`config.mk`:
```
export PLATFORM = sky130hd
export DESIGN_NAME = esyn_top
export DESIGN_NICKNAME = d
export VERILOG_FILES = /design/src/esyn_pkg.sv /design/src/esyn_acc_chk.sv /design/src/esyn_synd_build.sv /design/src/esyn_top.sv
export SDC_FILE = /design/constraint.sdc
export NUM_CORES = 1
export LEC_CHECK = 0
export ABC_AREA = 1
export BUFFER_PORTS_ARGS = -buffer_cell sky130_fd_sc_hd__clkbuf_2
export CORE_AREA = 3 3 210 212
export CTS_BUF_LIST = sky130_fd_sc_hd__clkbuf_4 sky130_fd_sc_hd__clkbuf_8
export DETAILED_ROUTE_END_ITERATION = 6
export DIE_AREA = 0 0 213 215
export SLEW_MARGIN = 15
export SYNTH_ARGS = -nofsm -noshare
export SYNTH_HDL_FRONTEND = slang
export SYNTH_SLANG_ARGS = --single-unit
export TNS_END_PERCENT = 30
```
`constraint.sdc`:
```
create_clock -name mclk_i -period 7.4 [get_ports mclk_i]
set_input_delay 1.48 -clock mclk_i [delete_from_list [all_inputs] [get_ports mclk_i]]
set_output_delay 1.48 -clock mclk_i [all_outputs]
set_load 0.01 [all_outputs]
```
`src/esyn_pkg.sv`:
```
// Purpose: Shared types and constants for the exception syndrome unit
// Assumes: One core clock, synchronous active-high reset
// Notes:   Tags below mark the logic that keeps each rule
// Function
// RL1 - Feature view: EL3 always, EL1/2 per bit5
// RL2 - Feature view access from EL0 is undefined
// RL3 - Error-trap bit traps non-secure EL1 to EL2
// RL4 - Monitor error-trap bit traps EL1/EL2 to EL3
// RL5 - Status view selects record 0 or 1
// RL6 - Level 1/3 syndrome field layout fixed
// RL7 - Length bit: 0 short, 1 long instruction
// RL8 - Length bit forced 1 for listed causes
// RL9 - Syndrome info zero unless valid bit set
// RL10 - System error class carries chosen info
// RL11 - Level 2 info bits 24:0, virtual copy
// RL12 - Physical system error: format 0, severity, kind 0
// RL13 - Data abort at level 2: kind bit zero
// RL14 - Hyp auxiliary register reads zero, no effect
// RL15 - Hyp config bits 63:38 read zero
// RL16 - Bit 31 selects lower-level execution state
// RL17 - Hyp call disable bit reads zero
// RL18 - Level 2 syndrome zero without level 2
// RL19 - General trap routes level 1 to level 2
// RL20 - Secure state masks general trap effect
// RL21 - Syndrome written on exception take
package esyn_pkg;
    typedef enum logic [2:0] {
        REG_SYN1, REG_SYN2, REG_SYN3, REG_HAUX,
        REG_HCFG, REG_PFGF, REG_RSTS, REG_NONE
    } esyn_reg_t;
    typedef enum logic [2:0] {
        EK_SYNC, EK_SERR, EK_IABT, EK_PCAL,
        EK_SPAL, EK_DABT, EK_ILST
    } esyn_kind_t;
    localparam int          EC_HI        = 31;
    localparam int          EC_LO        = 26;
    localparam int          IL_BIT       = 25;
    localparam int          SV_BIT       = 24;
    localparam int          ISS_HI       = 23;
    localparam int          ISS2_HI      = 24;
    localparam int          IDS_BIT      = 24;
    localparam int          AET_HI       = 12;
    localparam int          AET_LO       = 10;
    localparam int          EA_BIT       = 9;
    localparam logic [5:0]  EC_ZERO      = 6'h00;
    localparam logic [5:0]  EC_SERR      = 6'h2F;
    localparam logic [2:0]  AET_UC       = 3'h0;
    localparam logic [2:0]  AET_UEU      = 3'h1;
    localparam int          HCFG_RW      = 31;
    localparam int          HCFG_TGE     = 27;
    localparam int          HCFG_ERROR_REG_ACCESS_TRAP    = 36;
    localparam logic [63:0] HCFG_WMASK   = 64'h0000_003F_DFFF_FFFF;
    localparam logic [63:0] HCFG_RST     = 64'h0000_0000_0000_0000;
    localparam logic [31:0] SYN_RST      = 32'h0000_0000;
    localparam logic [1:0]  EL0          = 2'h0;
    localparam logic [1:0]  EL1          = 2'h1;
    localparam logic [1:0]  EL2          = 2'h2;
    localparam logic [1:0]  EL3          = 2'h3;
    typedef struct packed {
        logic        valid;
        logic        write;
        esyn_reg_t   sel;
        logic [1:0]  el;
        logic [63:0] wdata;
    } esyn_req_t;
    typedef struct packed {
        logic        valid;
        logic [63:0] rdata;
        logic        undef;
        logic        trap2;
        logic        trap3;
    } esyn_rsp_t;
    typedef struct packed {
        logic        valid;
        logic [1:0]  target;
        logic [5:0]  cls;
        logic        is32;
        esyn_kind_t  kind;
        logic        abort_syndrome_valid;
        logic        synv;
        logic        unrec;
        logic        virt;
        logic [24:0] info;
    } esyn_take_t;
endpackage

```
`src/esyn_acc_chk.sv`:
```
// Purpose: Access check for the selected feature view register
// Assumes: Enable bits come from the auxiliary control registers
// Notes:   Purely combinational; caller registers the result
`timescale 1ns/100ps
module esyn_acc_chk (
    input  wire logic       [1:0] el_i,
    input  wire logic             aux2_en_i,
    input  wire logic             aux3_en_i,
    input  wire logic             hcr_error_reg_access_trap_i,
    input  wire logic             scr_error_reg_access_trap_i,
    input  wire logic             ns_i,
    output logic                  undef_o,
    output logic                  trap2_o,
    output logic                  trap3_o
);
    import esyn_pkg::*;
    always_comb begin
        undef_o = 1'b0;
        trap2_o = 1'b0;
        trap3_o = 1'b0;
        unique case (el_i)
            EL0: undef_o = 1'b1; // [RL2]
            EL1: begin
                if (!(aux2_en_i && aux3_en_i)) begin
                    undef_o = 1'b1; // [RL1]
                end else if (hcr_error_reg_access_trap_i && ns_i) begin
                    trap2_o = 1'b1; // [RL3]
                end else if (scr_error_reg_access_trap_i) begin
                    trap3_o = 1'b1; // [RL4]
                end
            end
            EL2: begin
                if (!aux3_en_i) begin
                    undef_o = 1'b1; // [RL1]
                end else if (scr_error_reg_access_trap_i) begin
                    trap3_o = 1'b1; // [RL4]
                end
            end
            EL3: undef_o = 1'b0; // [RL1]
        endcase
    end
endmodule

```
`src/esyn_synd_build.sv`:
```
// Purpose: Builds syndrome words for an exception being taken
// Assumes: Caller picks the word for the routed target level
// Notes:   Combinational
`timescale 1ns/100ps
module esyn_synd_build (
    input  wire esyn_pkg::esyn_take_t take_i,
    input  wire logic          [24:0] vsesr_i,
    output logic               [31:0] syn13_o,
    output logic               [31:0] syn2_o
);
    import esyn_pkg::*;
    logic il;
    always_comb begin
        il = take_i.is32; // [RL7]
        if (take_i.kind == EK_SERR || take_i.kind == EK_IABT ||
            take_i.kind == EK_PCAL || take_i.kind == EK_SPAL ||
            take_i.kind == EK_ILST || take_i.cls == EC_ZERO ||
            (take_i.kind == EK_DABT && !take_i.abort_syndrome_valid)) begin
            il = 1'b1; // [RL8]
        end
    end
    always_comb begin
        syn13_o = SYN_RST;
        syn13_o[EC_HI:EC_LO] = take_i.cls; // [RL6]
        syn13_o[IL_BIT] = il;
        syn13_o[SV_BIT] = take_i.synv;
        // System error info is passed through as chosen content
        if (take_i.synv) begin
            syn13_o[ISS_HI:0] = take_i.info[ISS_HI:0]; // [RL9] [RL10]
        end
    end
    always_comb begin
        syn2_o = SYN_RST;
        syn2_o[EC_HI:EC_LO] = take_i.cls;
        syn2_o[IL_BIT] = il;
        syn2_o[ISS2_HI:0] = take_i.info; // [RL11]
        if (take_i.kind == EK_SERR && take_i.virt) begin
            syn2_o[ISS2_HI:0] = vsesr_i; // [RL11]
        end else if (take_i.kind == EK_SERR) begin
            syn2_o[IDS_BIT] = 1'b0; // [RL12]
            syn2_o[AET_HI:AET_LO] = take_i.unrec ? AET_UEU : AET_UC;
            syn2_o[EA_BIT] = 1'b0; // [RL12]
        end else if (take_i.kind == EK_DABT) begin
            syn2_o[EA_BIT] = 1'b0; // [RL13]
        end
    end
endmodule

```
`src/esyn_top.sv`:
```
// Purpose: Syndrome registers, hyp config and error view traps
// Assumes: Requests and takes come from same-clock core logic
// Notes:   Answers one cycle after a request; take beats write
`timescale 1ns/100ps
module esyn_top #(
    parameter bit EL2_IMPL = 1'b1,
    parameter int NREC     = 2
) (
    input  wire logic                   mclk_i,
    input  wire logic                   srst_i,
    input  wire esyn_pkg::esyn_req_t    req_i,
    input  wire esyn_pkg::esyn_take_t   take_i,
    input  wire logic            [24:0] vsesr_i,
    input  wire logic                   scr_ns_i,
    input  wire logic                   scr_error_reg_access_trap_i,
    input  wire logic                   aux2_err_en_i,
    input  wire logic                   aux3_err_en_i,
    input  wire logic                   exec_state_flag_i,
    input  wire logic [$clog2(NREC)-1:0] rec_selector_i,
    input  wire logic [NREC-1:0][63:0]  rec_status_i,
    input  wire logic [NREC-1:0][63:0]  rec_feature_i,
    output esyn_pkg::esyn_rsp_t         rsp_o,
    output logic                        taken_valid_o,
    output logic                  [1:0] taken_el_o,
    output logic                        rec_wr_o,
    output logic [$clog2(NREC)-1:0]     rec_idx_o,
    output logic                 [63:0] rec_wdata_o,
    output logic                        el1_wide_o,
    output logic                        el0_wide_o,
    output logic                        gen_trap_eff_o
);
    import esyn_pkg::*;

    logic [31:0] syn_r [3];
    logic [63:0] hcfg_r;
    esyn_rsp_t   rsp_r;
    logic        taken_valid_r;
    logic [1:0]  taken_el_r;
    logic        rec_wr_r;
    logic [$clog2(NREC)-1:0] rec_idx_r;
    logic [63:0] rec_wdata_r;
    logic        el1_wide_r;
    logic        el0_wide_r;
    logic        gen_trap_r;

    logic        eff_tge;
    logic [1:0]  route_el;
    logic [31:0] syn13;
    logic [31:0] syn2;
    logic        pf_undef;
    logic        pf_trap2;
    logic        pf_trap3;
    logic        undef_nxt;
    logic        trap2_nxt;
    logic        trap3_nxt;
    logic [63:0] rdata_nxt;
    logic        wr_ok;

    // Secure state hides the general trap except for direct access
    assign eff_tge = hcfg_r[HCFG_TGE] & scr_ns_i; // [RL20]

    always_comb begin
        route_el = take_i.target;
        if (take_i.target == EL1 && eff_tge) begin
            route_el = EL2; // [RL19]
        end
    end

    esyn_synd_build u_build (
        .take_i  (take_i),
        .vsesr_i (vsesr_i),
        .syn13_o (syn13),
        .syn2_o  (syn2)
    );

    esyn_acc_chk u_chk (
        .el_i       (req_i.el),
        .aux2_en_i  (aux2_err_en_i),
        .aux3_en_i  (aux3_err_en_i),
        .hcr_error_reg_access_trap_i (hcfg_r[HCFG_ERROR_REG_ACCESS_TRAP]),
        .scr_error_reg_access_trap_i (scr_error_reg_access_trap_i),
        .ns_i       (scr_ns_i),
        .undef_o    (pf_undef),
        .trap2_o    (pf_trap2),
        .trap3_o    (pf_trap3)
    );

    // Access legality for every register this block answers
    always_comb begin
        undef_nxt = 1'b0;
        trap2_nxt = 1'b0;
        trap3_nxt = 1'b0;
        unique case (req_i.sel)
            REG_SYN1: undef_nxt = (req_i.el < EL1);
            REG_SYN2,
            REG_HAUX,
            REG_HCFG: undef_nxt = (req_i.el < EL2);
            REG_SYN3: undef_nxt = (req_i.el != EL3);
            REG_PFGF: begin
                // Feature view is read only; a write is undefined
                undef_nxt = pf_undef | req_i.write;
                trap2_nxt = pf_trap2 & ~req_i.write;
                trap3_nxt = pf_trap3 & ~req_i.write;
            end
            REG_RSTS: undef_nxt = (req_i.el < EL1);
            REG_NONE: undef_nxt = 1'b1;
            default:  undef_nxt = 1'b1;
        endcase
    end

    assign wr_ok = req_i.valid & req_i.write &
                   ~undef_nxt & ~trap2_nxt & ~trap3_nxt;

    // Read data for the answer
    always_comb begin
        rdata_nxt = 64'h0000_0000_0000_0000;
        unique case (req_i.sel)
            REG_SYN1: rdata_nxt[31:0] = syn_r[0];
            REG_SYN2: rdata_nxt[31:0] = syn_r[1];
            REG_SYN3: rdata_nxt[31:0] = syn_r[2];
            REG_HAUX: rdata_nxt = 64'h0000_0000_0000_0000; // [RL14]
            REG_HCFG: rdata_nxt = hcfg_r;
            REG_PFGF: rdata_nxt = rec_feature_i[rec_selector_i];
            REG_RSTS: begin
                rdata_nxt = rec_status_i[rec_selector_i]; // [RL5]
            end
            REG_NONE: rdata_nxt = 64'h0000_0000_0000_0000;
            default:  rdata_nxt = 64'h0000_0000_0000_0000;
        endcase
        if (undef_nxt || trap2_nxt || trap3_nxt) begin
            rdata_nxt = 64'h0000_0000_0000_0000;
        end
    end

    // Syndrome registers, one per target level
    for (genvar i = 0; i < 3; i++) begin : g_syn
        localparam esyn_reg_t  RID = (i == 0) ? REG_SYN1 :
                                     (i == 1) ? REG_SYN2 : REG_SYN3;
        localparam logic [1:0] LVL = 2'(i + 1);
        logic [31:0] sw_val;
        always_comb begin
            sw_val = req_i.wdata[31:0];
            if (i != 1 && !sw_val[SV_BIT]) begin
                sw_val[ISS_HI:0] = 24'h00_0000; // [RL9]
            end
        end
        always_ff @(posedge mclk_i) begin
            if (srst_i) begin
                syn_r[i] <= SYN_RST;
            end else if (i == 1 && !EL2_IMPL) begin
                syn_r[i] <= SYN_RST; // [RL18]
            end else if (take_i.valid && route_el == LVL) begin
                // Written at the take edge, readable next cycle
                syn_r[i] <= (i == 1) ? syn2 : syn13; // [RL21]
            end else if (wr_ok && req_i.sel == RID) begin
                syn_r[i] <= sw_val; // [RL6]
            end
        end
    end

    // Hyp config; reserved and unimplemented bits never store
    always_ff @(posedge mclk_i) begin
        if (srst_i) begin
            hcfg_r <= HCFG_RST;
        end else if (!EL2_IMPL) begin
            hcfg_r <= HCFG_RST;
        end else if (wr_ok && req_i.sel == REG_HCFG) begin
            hcfg_r <= req_i.wdata & HCFG_WMASK; // [RL15] [RL17]
        end
    end

    // Answer to a register request
    always_ff @(posedge mclk_i) begin
        if (srst_i) begin
            rsp_r <= '0;
        end else begin
            rsp_r.valid <= req_i.valid;
            rsp_r.rdata <= req_i.valid ? rdata_nxt : 64'h0000_0000_0000_0000;
            rsp_r.undef <= req_i.valid & undef_nxt;
            rsp_r.trap2 <= req_i.valid & trap2_nxt;
            rsp_r.trap3 <= req_i.valid & trap3_nxt;
        end
    end

    // Status view writes go to the selected record
    always_ff @(posedge mclk_i) begin
        if (srst_i) begin
            rec_wr_r    <= 1'b0;
            rec_idx_r   <= '0;
            rec_wdata_r <= 64'h0000_0000_0000_0000;
        end else begin
            rec_wr_r <= wr_ok && req_i.sel == REG_RSTS; // [RL5]
            if (req_i.valid) begin
                rec_idx_r <= rec_selector_i;
            end
            if (wr_ok && req_i.sel == REG_RSTS) begin
                rec_wdata_r <= req_i.wdata;
            end
        end
    end

    // Routed take report
    always_ff @(posedge mclk_i) begin
        if (srst_i) begin
            taken_valid_r <= 1'b0;
            taken_el_r    <= EL0;
        end else begin
            taken_valid_r <= take_i.valid;
            if (take_i.valid) begin
                taken_el_r <= route_el; // [RL19]
            end
        end
    end

    // Lower-level execution state; flag low means the wide state
    always_ff @(posedge mclk_i) begin
        if (srst_i) begin
            el1_wide_r <= 1'b0;
            el0_wide_r <= 1'b0;
            gen_trap_r <= 1'b0;
        end else begin
            el1_wide_r <= hcfg_r[HCFG_RW]; // [RL16]
            el0_wide_r <= hcfg_r[HCFG_RW] & ~exec_state_flag_i; // [RL16]
            gen_trap_r <= eff_tge; // [RL20]
        end
    end

    assign rsp_o          = rsp_r;
    assign taken_valid_o  = taken_valid_r;
    assign taken_el_o     = taken_el_r;
    assign rec_wr_o       = rec_wr_r;
    assign rec_idx_o      = rec_idx_r;
    assign rec_wdata_o    = rec_wdata_r;
    assign el1_wide_o     = el1_wide_r;
    assign el0_wide_o     = el0_wide_r;
    assign gen_trap_eff_o = gen_trap_r;
endmodule

```
* Word-level counts from Yosys, hierarchy flattened *
Memory sizes are Yosys's and may differ from the RTL's.
Cells that the tools add are included.

storage, ports and cells
  output and inout port bits = 140
  RAM bits = 96
  memories kept = 1
  input bits = 402
  bits in registers = 177

memory list
  name   depth  width  read ports  clocked after memory_dff  write ports  RTL line        source
  syn_r  3      32     3           0                         3            esyn_top.sv:34  logic [31:0] syn_r [3];

cells by class
  equal/unequal tests = 21
  muxes and demuxes = 62
  bitwise gates (word level) = 24
  magnitude comparators = 3
  reduce and logical (&&, ||, !) cells = 29

operator list
  kind                                                             count
  64-bit 2-to-1 mux                                                4
  32-bit one-hot mux with 7 select lines                           1
  32-bit 2-to-1 mux                                                6
  32-bit one-hot mux with 3 select lines                           1
  24-bit 2-to-1 mux                                                2
  1-bit 2-to-1 mux                                                 40
  3-bit == test, second input constant                             7
  1-bit logical AND                                                13
  3-bit by 2-bit == test with 1-bit output, second input constant  4
  1-bit AND                                                        11
  11-bit 2-to-1 mux                                                1
  9-bit 2-to-1 mux                                                 1
  2-bit == test, second input constant                             4
  1-bit logical OR                                                 8
  1-bit OR                                                         7
  2-bit by 1-bit == test with 1-bit output, second input constant  3
  3-bit by 1-bit == test with 1-bit output, second input constant  2
  6-bit logical NOT                                                1
  1-bit NOT                                                        6
  3-bit OR reduction                                               2
  1-bit one-hot mux with 5 select lines                            1
  4-bit 2-to-1 mux                                                 1
  1-bit one-hot mux with 4 select lines                            1
  2-bit OR reduction                                               2
  10 further kinds                                                 10

* Depth between registers and ports, before layout *
  depth after elaboration = 15
  gate-level depth with buffers = 13
  gate-level depth less buffers = 11

* Cells and area by module *
Synthesis repeated with hierarchy kept, for this count alone.

unflattened totals
  cell total of the unflattened synthesis = 2193
  area, all modules = 14610.3 um^2

modules (own cells, without submodules)
  module           cells an instance  area an instance (um^2)  times used
  esyn_top         2004               13704.4                  1
  esyn_synd_build  170                799.5                    1
  esyn_acc_chk     19                 106.4                    1

* Least setup slack after synthesis *
Ideal clock, no wire load.

  path type = input to register
  from = input port req_i[66] (netlist name)
  to = memory syn_r[0][0] (enable)
  stages = 9
  arrival time = 3457 ps
  slack = 3382 ps
  library setup time = 561 ps
  cell sequence = inv_1 -> buf_2 -> nand3_1 -> nand3_1 -> nor2_1 -> nor2_4 -> nand3_1 -> clkbuf_1 -> nand3_1

RTL lines
  element      RTL line        source
  from (decl)  esyn_top.sv:11  input wire esyn_pkg::esyn_req_t req_i,
  to (decl)    esyn_top.sv:34

* Worst setup path after layout *
  from = input port req_i[67] (netlist name)
  to = register hcfg_r[3]

on the way
  cells in the longest elaborated chain, start to end = 8
  elaborated cells on any way between the ends = 20

ends and longest elaborated chain
  element                                                                 RTL line         source
  3-bit by 1-bit == test with 1-bit output, or another cell as far along  esyn_top.sv:93   unique case (req_i.sel)
  3-bit OR reduction or 2-bit OR reduction (tied branches)                --
  1-bit one-hot mux with 5 select lines                                   esyn_top.sv:93
  1-bit NOT                                                               esyn_top.sv:112  ~undef_nxt & ~trap2_nxt & ~trap3_nxt;
  1-bit AND                                                               esyn_top.sv:111  assign wr_ok = req_i.valid & req_i.write &
  1-bit AND (2 in series)                                                 esyn_top.sv:112
  1-bit logical AND (*)                                                   esyn_top.sv:167  end else if (wr_ok && req_i.sel == REG_HCFG) begin
  to (signal assigned)                                                    esyn_top.sv:168  hcfg_r <= req_i.wdata & HCFG_WMASK;
  to (decl)                                                               esyn_top.sv:35   logic [63:0] hcfg_r;

Every way passes the cells marked *; elsewhere a longest branch is shown, timed or not.
A chain may end at the register's enable or synchronous reset.

==> impl_results.md <==
- Status: complete, but fails checks
- Failing checks: design-rule violations
- Global route total overflow: 0
- Post-synth cell types: 31
- Iter 0 DRT Violations: 1577
- Port Buffer Count: 541
- Tcrit/Tclk final: 0.663
- Total CTS buffers: 50
- RSZ-0062 raised after global routing: no
- Largest family of logic cells by synthesized area: simple AND/OR/NAND/NOR gates
- Worst-Margin Slew: 1.19 ns
- Maxcap violations: 0
- Total power per unit cell area: a little under 200 nW/µm²
- Crit end category: register
- DPL Wire Length: 48200 µm
- Die Area: 45800 µm²
- Largest net degree at the start of global routing: 83
- CTS tree: done
- Hold slack final: 0.487 ns
- Post-synth EDFFs: 96
- # nets final: 2990
- Setup violators final: 0
- Clk slew on worst S/H paths: 0.06 ns
- Layout area overhead: 28.4%
- Fraction of layout instances using a drive strength above 1: 0.272
- Final instance area: 18700 µm²
- CORE AREA: 42100 µm²
- Commonest non-fill, non-tap cell in the layout: nand2_1
- Hold Buf Count CTS: 0
- Non-Filler Instances: around 3200
- Most frequent cells in the layout: nand2_1 (672), clkbuf_2 (540), inv_1 (350)
- Adder-Cell Fraction of Synth Area: 0.00431
- Post-Syn Area: about 15000 µm²
- Sequential area share after synthesis: 0.442
- Post-Syn Area per Cell: 6.89 µm²
- CTS H-Tree Depth: 2
- Clock Sinks: 273
- Routability Congestion: 0.913
- Register bit total from synthesis: 273
- Residual DRC: 15
- Drt pass-1 iters: 7
- Final Hold Fails: 0
- Synth Area in XOR/XNOR: 0
- FMAX: 0.204 GHz
- Die width: between 200 and 250 µm
- Vias in the first global route: 15000
- Post-synthesis compound-gate area fraction: 0.125
- Post-CTS Setup Inserts: 0
- Routed wire length: about 64000 µm
- Mapped Cells: 2108
- Area post-placement: ~18000 µm²
- Final WS setup: 2.50 ns
- Clock latency on the worst-skew pair: 0.61 ns
- Placed Instances: 3070
- Post-cts sizing count: 0
- Worst slew margin: 0.204
- Total power: around 3.7 mW
- Global-route wire length before repair: 92300 µm
- CTS root buf: clkbuf_8
- Crit Path Category: primary input to register
- Vias: 15700
- Initial antenna violation count: 17
- Final worst path period need: 4.90 ns
- Syn nets: 2515
- Worst Path Max Fanout: 61
- Main synth FF type: dfxtp_1
- Cell row count: 75
- Multiplexer share of the synthesized area: 0.000775
- Routed Antenna Nets: 0
- Initial Util: 0.345
- Slew Limit Fails: 0
- Ys async rst share: 0
- Sum Neg Setup Slack: 0 ns
- I/O pin total: ~540
- Clock skew: 0.0129 ns
- Maximum vdd drop: 0.000135 V
- Post-place setup slack: 1.94 ns
- Simple-gate share of the synthesized area: 0.292
- Worst-case clock buffer depth: 3
- Yosys warns: 0
- Worst EP arrival: 5.46 ns
- Final Core Density: 0.443
- Worst Hold Class: register to register
- Die span in y: about 220 µm
- Setup crit start kind: primary input
- CP required: 7.95 ns
- Filler cells: 4399
- P_leak: between 9 and 10 nW
- Wire per inst: 20.3 µm
- Via/cell ratio: 4.95
- GRT Total Usage: 0.268
[worst max-delay path: stages]
cell,delay [ns]
clkbuf_2,0.20
inv_2,0.19
nand3_1,0.48
buf_4,0.40
nand3_1,0.10
nor2_1,0.06
nor2_4,0.19
buf_4,0.43
buf_4,0.63
nand3_2,0.83
nand2_1,0.26
inv_1,0.06
nor2_1,0.09
[final timing paths]
path	slack, ns	to	cells past startpoint	startpoint
max	2.50	hcfg_r[3]	13	req_i[67]
min	0.49	taken_el_o[1]	2	taken_el_o[1]
max reg2reg	4.39	syn_r[1][23]	8	hcfg_r[27]
min reg2reg	0.49	taken_el_o[1]	2	taken_el_o[1]
[registers in the layout, summed over array words and instances, names as in the netlist]
name / cells
taken_valid_o: 1
rec_wdata_o: 64
syn_r: 96
el0_wide_o: 1
rec_wr_o: 1
rec_idx_o: 1
taken_el_o: 2
gen_trap_eff_o: 1
hcfg_r: 37
rsp_o: 68
el1_wide_o: 1
[layer usage]
| layer | share of wire | GRT usage | vias up |
|---|---|---|---|
| met5 | 0.00064 | 0 | - |
| met4 | 0.033 | 0.111 | 6 |
| met3 | 0.095 | 0.0661 | 111 |
| met2 | 0.48 | 0.445 | 740 |
| met1 | 0.39 | 0.331 | 7183 |
| li1 | - | - | 7701 |
[power breakdown]
part           total [mW]  internal [mW]  switching, mW
clock                1.57          0.892          0.676
combinational       0.502          0.170          0.332
sequential           1.62           1.60         0.0171
[final cells by class]
| cell class | count | area (µm²) | share of cell area |
|---|---|---|---|
| inverters | 372 | 1400 | 0.0753 |
| clock buffers | 82 | 1000 | 0.0538 |
| diodes | 15 | 37.5 | 0.00201 |
| repair buffers | 561 | 2860 | 0.153 |
| flip-flops and latches | 273 | 6430 | 0.344 |
| clock inverters | 12 | 88.8 | 0.00476 |
| multi-input cells | 1325 | 6160 | 0.330 |
| well taps | 539 | 674 | 0.0362 |
[kinds of logic after synthesis]
kind of cell	after synthesis
multiplexers	1
AO/OA/AOI/OAI	304
flip-flops	273
adder cells (fa/ha/maj)	5
buffers and inverters	510
AND/OR/NAND/NOR	1015
[synth_stat cells, drive strengths merged, types with 6 or more instances]
master,number,area share
nand4,126,0.054
a211oi,6,0.0031
o211ai,45,0.023
edfxtp,96,0.20
o22ai,85,0.037
a21oi,90,0.031
o21ai,62,0.021
dfxtp,177,0.24
clkbuf,104,0.027
inv,370,0.096
nand3,24,0.0090
nor2,163,0.043
nand2,673,0.17
or2,26,0.011
buf,34,0.012
o221ai,12,0.0072
No activity file was read; power rests on OpenSTA's default activity.
